===== config.mk =====
export PLATFORM = sky130hd
export DESIGN_NAME = lrx_exec
export DESIGN_NICKNAME = d
export VERILOG_FILES = /design/src/hw/lrx_alu.v /design/src/hw/lrx_exec.v
export VERILOG_INCLUDE_DIRS = /design/src /design/src/hw
export SDC_FILE = /design/constraint.sdc
export NUM_CORES = 1
export LEC_CHECK = 0
export BUFFER_PORTS_ARGS = -buffer_cell sky130_fd_sc_hd__clkbuf_2
export CORE_ASPECT_RATIO = 0.75
export CORE_MARGIN = 3
export CORE_UTILIZATION = 48
export DETAILED_ROUTE_END_ITERATION = 8
export GPL_TIMING_DRIVEN = 0
export PLACE_DENSITY = 0.76
export SLEW_MARGIN = 20
export SYNTH_ARGS = -nofsm -noshare
export SYNTH_HDL_FRONTEND = slang
export SYNTH_HIERARCHICAL = 1
export SYNTH_SLANG_ARGS = --single-unit

===== constraint.sdc =====
create_clock -name mclk_in -period 2.75 [get_ports mclk_in]
set_clock_uncertainty 0.2 [all_clocks]
set_input_delay 0.6875 -clock mclk_in [delete_from_list [all_inputs] [get_ports mclk_in]]
set_output_delay 0.6875 -clock mclk_in [all_outputs]
set_load 0.02 [all_outputs]

===== src/hw/lrx_defs.vh =====
`ifndef LRX_DEFS_VH
`define LRX_DEFS_VH

// operation select codes on op_sel_in
`define LRX_OP_NONE 3'h0
`define LRX_OP_RETLIT 3'h1
`define LRX_OP_SWAP 3'h2
`define LRX_OP_XORF 3'h3
`define LRX_OP_XORL 3'h4

// destination bit values
`define LRX_DEST_ACC 1'b0
`define LRX_DEST_FILE 1'b1

// reset values
`define LRX_ACC_RST 8'h00
`define LRX_ZERO_RST 1'b0

// cycle counts per operation
`define LRX_CYC_RETLIT 2
`define LRX_CYC_SINGLE 1

`endif


===== src/hw/lrx_alu.v =====
`timescale 1ns/100ps
`include "lrx_defs.vh"
// ----------------------------------------
// result datapath
// ----------------------------------------
module lrx_alu #(
  parameter WIDTH = 8
) (
  input wire [2:0] op_in,
  input wire [WIDTH-1:0] acc_in,
  input wire [WIDTH-1:0] file_in,
  input wire [WIDTH-1:0] lit_in,
  output reg [WIDTH-1:0] res_out,
  output wire zero_out
);

  always @*
  begin
    case (op_in)
      // [RULE_03] nibble exchange
      `LRX_OP_SWAP: res_out = {file_in[WIDTH/2-1:0], file_in[WIDTH-1:WIDTH/2]};
      // [RULE_05] register xor
      `LRX_OP_XORF: res_out = acc_in ^ file_in;
      // [RULE_06] literal xor
      `LRX_OP_XORL: res_out = acc_in ^ lit_in;
      // [RULE_01] literal passthrough
      `LRX_OP_RETLIT: res_out = lit_in;
      default: res_out = acc_in;
    endcase
  end

  // [RULE_07] all-zero detect
  assign zero_out = (res_out == {WIDTH{1'b0}});

endmodule // lrx_alu


===== src/hw/lrx_exec.v =====
`timescale 1ns/100ps
`include "lrx_defs.vh"

// Overview of operation
// [RULE_01] return-with-literal loads accumulator, pops pc
// [RULE_02] return-with-literal takes two instruction cycles
// [RULE_03] swap exchanges file register nibbles, flags kept
// [RULE_04] swap destination bit picks accumulator or file
// [RULE_05] register xor to chosen destination, zero updated
// [RULE_06] literal xor into accumulator, zero updated
// [RULE_07] zero flag set when xor result zero
module lrx_exec #(
  parameter WIDTH = 8,
  parameter ADDR_W = 7,
  parameter PC_W = 13
) (
  input wire mclk_in,
  input wire rst_in,
  input wire cyc_en_in,
  input wire issue_in,
  input wire [2:0] op_sel_in,
  input wire [WIDTH-1:0] literal_in,
  input wire [ADDR_W-1:0] file_addr_in,
  input wire dest_in,
  input wire [WIDTH-1:0] file_rdata_in,
  input wire [PC_W-1:0] stack_top_entry_in,
  output wire busy_out,
  output wire [ADDR_W-1:0] file_raddr_out,
  output reg file_we_out,
  output reg [ADDR_W-1:0] file_waddr_out,
  output reg [WIDTH-1:0] file_wdata_out,
  output reg stack_pop_out,
  output reg pc_load_out,
  output reg [PC_W-1:0] pc_value_out,
  output reg flush_out,
  output wire [WIDTH-1:0] acc_out,
  output wire zero_flag_out
);

  // ----------------------------------------
  // state
  // ----------------------------------------
  localparam ST_RUN = 1'b0;
  localparam ST_FLUSH = 1'b1;

  reg state_q;
  reg state_d;
  reg [WIDTH-1:0] acc_q;
  reg [WIDTH-1:0] acc_d;
  reg zero_q;
  reg zero_d;
  reg file_we_d;
  reg [ADDR_W-1:0] file_waddr_d;
  reg [WIDTH-1:0] file_wdata_d;
  reg [PC_W-1:0] pc_value_d;
  wire [WIDTH-1:0] res;
  wire res_zero;
  wire take;
  wire ret_take;
  wire to_file;

  // a new operation is only taken on an instruction-cycle enable
  assign take = cyc_en_in & issue_in & (state_q == ST_RUN);
  assign ret_take = take & (op_sel_in == `LRX_OP_RETLIT);
  // [RULE_04] destination bit decode
  assign to_file = (dest_in == `LRX_DEST_FILE);
  assign busy_out = (state_q == ST_FLUSH);
  assign file_raddr_out = file_addr_in;
  assign acc_out = acc_q;
  assign zero_flag_out = zero_q;

  // ----------------------------------------
  // result datapath
  // ----------------------------------------
  lrx_alu #(
    .WIDTH(WIDTH)
  ) u_alu (
    .op_in(op_sel_in),
    .acc_in(acc_q),
    .file_in(file_rdata_in),
    .lit_in(literal_in),
    .res_out(res),
    .zero_out(res_zero)
  );

  // ----------------------------------------
  // sequencing
  // ----------------------------------------
  // the word fetched behind a return is dropped by refusing the next slot
  always @*
  begin
    state_d = state_q;
    case (state_q)
      ST_RUN:
      begin
        // [RULE_02] return opens flush
        if (ret_take)
        begin
          state_d = ST_FLUSH;
        end
      end
      ST_FLUSH:
      begin
        // [RULE_02] discard prefetched word
        if (cyc_en_in)
        begin
          state_d = ST_RUN;
        end
      end
      default:
      begin
        state_d = ST_RUN;
      end
    endcase
  end

  // ----------------------------------------
  // next values
  // ----------------------------------------
  always @*
  begin
    acc_d = acc_q;
    zero_d = zero_q;
    file_we_d = 1'b0;
    file_waddr_d = file_waddr_out;
    file_wdata_d = file_wdata_out;
    pc_value_d = pc_value_out;
    if (take)
    begin
      case (op_sel_in)
        `LRX_OP_RETLIT:
        begin
          // [RULE_01] load literal, pop pc
          acc_d = res;
          pc_value_d = stack_top_entry_in;
        end
        `LRX_OP_SWAP:
        begin
          // [RULE_04] destination select, flags untouched
          if (to_file)
          begin
            file_we_d = 1'b1;
            file_waddr_d = file_addr_in;
            file_wdata_d = res;
          end
          else
          begin
            acc_d = res;
          end
        end
        `LRX_OP_XORF:
        begin
          // [RULE_05] xor to destination
          if (to_file)
          begin
            file_we_d = 1'b1;
            file_waddr_d = file_addr_in;
            file_wdata_d = res;
          end
          else
          begin
            acc_d = res;
          end
          // [RULE_07] zero flag update
          zero_d = res_zero;
        end
        `LRX_OP_XORL:
        begin
          // [RULE_06] xor literal
          acc_d = res;
          // [RULE_07] zero flag update
          zero_d = res_zero;
        end
        default:
        begin
          // unused codes use up the slot but change nothing
          acc_d = acc_q;
        end
      endcase
    end
  end

  // ----------------------------------------
  // core registers
  // ----------------------------------------
  always @(posedge mclk_in or posedge rst_in)
  begin
    if (rst_in)
    begin
      state_q <= ST_RUN;
      acc_q <= `LRX_ACC_RST;
      zero_q <= `LRX_ZERO_RST;
    end
    else
    begin
      state_q <= state_d;
      acc_q <= acc_d;
      zero_q <= zero_d;
    end
  end

  // ----------------------------------------
  // file, stack and pc ports
  // ----------------------------------------
  // pulses last one clock; address, data and pc hold for the consumer
  always @(posedge mclk_in or posedge rst_in)
  begin
    if (rst_in)
    begin
      file_we_out <= 1'b0;
      file_waddr_out <= {ADDR_W{1'b0}};
      file_wdata_out <= {WIDTH{1'b0}};
      stack_pop_out <= 1'b0;
      pc_load_out <= 1'b0;
      pc_value_out <= {PC_W{1'b0}};
      flush_out <= 1'b0;
    end
    else
    begin
      file_we_out <= file_we_d;
      file_waddr_out <= file_waddr_d;
      file_wdata_out <= file_wdata_d;
      // [RULE_01] pop and reload together
      stack_pop_out <= ret_take;
      pc_load_out <= ret_take;
      pc_value_out <= pc_value_d;
      // [RULE_02] second cycle flushes
      flush_out <= ret_take;
    end
  end

endmodule // lrx_exec


==> Word-level counts from Yosys, hierarchy flattened <==
Cells that the tools add are included.
{ "word_totals": {"input_bits": 44, "ff_bits": 40} }
{ "classes": {"bitwise": 6, "mux": 9, "eq_ne": 5, "n_reduce_logical": 9} }
{ "op_table": {"columns": ["op", "count"], "rows": [
  ["8-bit case mux with 4 select lines", 1],
  ["8-bit case mux with 2 select lines", 1],
  ["8-bit XOR", 2],
  ["8-bit zero test", 1],
  ["8-bit two-way mux", 1],
  ["3-bit by 2-bit == test with 1-bit output, second input constant", 2],
  ["3-bit AND reduction", 2],
  ["2-bit OR reduction", 3],
  ["1-bit two-way mux", 5],
  ["2-bit AND reduction", 2],
  ["1-bit AND", 3],
  ["3-bit by 1-bit == test with 1-bit output, second input constant", 1],
  ["3-bit == test, second input constant", 1],
  ["2-bit inequality test, second input constant", 1],
  ["1-bit case mux with 2 select lines", 1],
  ["2-bit nonzero test", 1],
  ["1-bit inverter", 1]
]} }

==> Logic depth before layout (Yosys ltp) <==
{ "depth": {"depth_word": 5, "depth_mapped": 8} }

==> Cells and area by module <==
Netlist, hierarchy kept.
{ "by_module_without_submodules": {"columns": ["module", "cells_each", "area_per_inst_um2", "n_inst"], "rows": [
  ["lrx_exec", 105, 1670.4, 1],
  ["lrx_alu", 70, 553.0, 1]
]} }

==> Worst setup path after synthesis <==
OpenSTA, ideal clock, no wires.
{ "synth_path": {"path_type": "input -> register", "from": "in op_sel_in[1]", "to": "reg zero_q, in the netlist zero_flag_out", "n_path_buf": 1, "setup_ns": 0.065, "slack_ns": 0.405, "path_stages": 7, "t_arrival_ns": 2.080, "t_required_ns": 2.485, "path_cell_list": "buf_6 > nor3b_4 > a211oi_1 > o22a_1 > or4_1 > nor2_1 > mux2_2"} }
{ "synth_via": {"elab_chain_cells": 3, "elab_cells_between_ends": 8} }
{ "synth_rtl": {"columns": ["element", "line", "text"], "rows": [
  ["start: declaration", "lrx_exec.v:21", "input wire [2:0] op_sel_in,"],
  ["3-bit by 1-bit == test with 1-bit output (tied with other cells)", "lrx_alu.v:19", "case (op_in)"],
  ["8-bit case mux with 4 select lines (*)", "lrx_alu.v:19", null],
  ["via res[2]", "lrx_exec.v:56", "wire [WIDTH-1:0] res;"],
  ["8-bit zero test (*)", "lrx_alu.v:33", "assign zero_out = (res_out == {WIDTH{1'b0}});"],
  ["via res_zero", "lrx_exec.v:57", "wire res_zero;"],
  ["end signal: assignment", "lrx_exec.v:192", "zero_q <= `LRX_ZERO_RST;"],
  ["end signal: assignment", "lrx_exec.v:198", "zero_q <= zero_d;"],
  ["end: declaration", "lrx_exec.v:50", "reg zero_q;"]
]} }
The timed path passes the listed nets; every way through them passes the cells marked *.
A chain may end at the register's enable or synchronous reset.

==> Worst setup path after layout <==
Same ends and word-level chain as after synthesis.

==> reports/qor.csv <==
metric;value;unit
status;completed;
Initial DRT Pass Iterations;4;
main flop type after synthesis;dfrtp_1;
Nets;319;
Mapped Avg Cell Area;12.7;um2
IO Port Bufs;92;
post-synth top area share;0.450;
largest net degree at the start of global routing;24;
leading area contributor after synthesis;dfrtp_1;
Async SR Flop Fraction;1.00;
Lkg Pwr;1.43;nW
vias in the first global route;1679;
DRT iter0 DRCs;74;
final design utilization;0.676;
I/O pin count;93;
diode count;0;
final hold viol count;0;
Req. time, crit path;2790;ps
final hold slack;174;ps
top-count cell post-synth;dfrtp_1;
Clk pwr share;0.177;
root buf cell;clkbuf_8;
clock-pin transition on the worst setup and hold timing paths;80;ps
Resized cells post-CTS;0;
Setup crit start kind;primary input;
drt wl/cell;15.3;um
GRT Total Usage;0.193;
Worst-Margin Slew;758;ps
maximum VDD drop;0.438;mV
post-synthesis sequential area ratio;0.450;
P&R area growth vs syn;29.3;%
Residual DRC;0;
unrepaired setup endpoints after global routing;no;
total grt overflow;0;
vias per inst;5.27;
worst-case clock buffer depth;2;
initial antenna violation count;0;
post-synthesis register bit count;40;
Worst-Skew Late Latency;290;ps
Post-CTS Setup Repair Bufs;0;
Arrival @ worst endpoint;2550;ps
Post-synth EDFFs;0;
worst-path fanout max;10;
Cell Area, Synth;2220;um2
clock sink count;40;
Setup Crit Path Kind;primary input to register;
via count of the routed design;1743;
post-synth cell types;32;
layout cells sized above 1;0.591;
cells after synthesis;175;
Fillers;339;
shortest period the worst path allows;2510;ps
P per Cell Area;785;nW/um2
post-DP HPWL;3960;um
Hold-fix buffers, CTS;0;
Die Y;64.9;um
final worst-path cycle share;0.914;
first-pass GRT wire length;8410;um
CTS tree;built;
Logic pwr share;0.413;
DRT Wirelength;5050;um
Worst setup EP type;register;
Cell Int Power;1.41;mW
Rows;20;
width of the chip;84.6;um
Slew Viols, Final;0;
yosys warns;6;
syn nets;219;
DRT antenna net count;0;
Slew HR;0.491;
P_sw;0.847;mW
main area contributors after synthesis;dfrtp_1, mux2_2, xnor2_1, mux2_4, buf_4;
Commonest cells post-synth;dfrtp_1, mux2_2, xnor2_1;
Routability Congestion;0.885;
initial core utilization;0.523;
H-tree Lvls;2;
Core ar.;4250;um2
Final setup viols;0;
sequential power share;0.410;
die area;5490;um2
Hold Crit Class;primary input to asynchronous set/reset pin;
CTS Buf Count;5;
Sw Ratio;0.375;
max-cap violations;0;
maximum clock rate;398;MHz
[state kept, by name, indices dropped and copies added, names as in the netlist]
name,count
pc_value_out,13
file_waddr_out,7
file_we_out,1
file_wdata_out,8
acc_out,8
zero_flag_out,1
flush_out,1
busy_out,1
[layout by cell type (no fill, tap or decap), drive strengths merged, types with 3 or more instances in the layout]
cell / count
mux2: 37
clkbuf: 100
o22a: 8
nor3b: 9
xnor2: 18
dfrtp: 40
buf: 18
nand3b: 3
nand2b: 8
a211oi: 8
o22ai: 8
inv: 4
[metrics by stage]
step / instance area, um2 / cells / setup slack, ps / TNS, ps / power [mW]
2_1_floorplan: 2220 / 175 / 405 / 0 / 1.54
3_3_place_gp: 2750 / 322 / -37.9 / -37.9 / 1.84
3_5_place_dp: 2780 / 323 / -33.2 / -33.2 / 1.87
4_1_cts: 2870 / 331 / 263 / 0 / 2.28
5_1_grt: 2870 / 331 / 161 / 0 / 2.39
6_report: 2870 / 331 / 237 / 0 / 2.26
[logic make-up after synthesis]
family                    share of synthesized area
AOI/OAI and AO/OA                            0.0934
xor gates and xnor gates                     0.0709
buffers and inverters                        0.0743
DFF                                           0.450
muxes                                         0.201
and+or+nand+nor                               0.110
[critical path: stages]
cell	delay, ps
clkbuf_2	150
buf_6	170
nor3b_4	350
a211oi_1	100
o22a_1	260
or4_1	550
nor2_1	130
mux2_2	150
[power by group through the flow]
stage / Sequential [mW] / Clock, mW / Combinational, mW
final: 0.924 / 0.400 / 0.932
after global routing: 0.959 / 0.438 / 0.999
after CTS: 0.925 / 0.410 / 0.941
after detailed placement: 0.933 / 0 / 0.940
after global placement: 0.923 / 0 / 0.918
after floorplan: 1.14 / 0 / 0.404
[routing by layer]
| metal | GRT usage | wire (um) |
|---|---|---|
| met5 | 0 | 0 |
| met4 | 0.0731 | 90 |
| met3 | 0.0508 | 388 |
| met2 | 0.291 | 2290 |
| met1 | 0.266 | 2280 |
[worst paths after layout]
path	startpoint	end	depth (start not counted)	slack, ps
min in group mclk_in	pc_value_out[1]	pc_value_out[1]	1	310
max in group asynchronous	rst_in	acc_out[1]	3	1730
min	rst_in	file_waddr_out[4]	2	170
max reg2reg	busy_out	file_wdata_out[1]	4	610
max	op_sel_in[1]	zero_flag_out	8	240
min reg2reg	pc_value_out[1]	pc_value_out[1]	1	310
[area by class of cell]
type / count / area [um2] / share of cell area
Sequential cell: 40 / 1000 / 0.348
Clock inverter: 1 / 7.51 / 0.00261
Tap cell: 55 / 68.8 / 0.0239
Clock buffer: 7 / 86.3 / 0.0300
Buffer: 18 / 150 / 0.0522
Multi-Input combinational cell: 113 / 1060 / 0.368
Timing Repair Buffer: 93 / 488 / 0.170
Inverter: 4 / 15.0 / 0.00522
No activity file was read; power rests on OpenSTA's default activity.
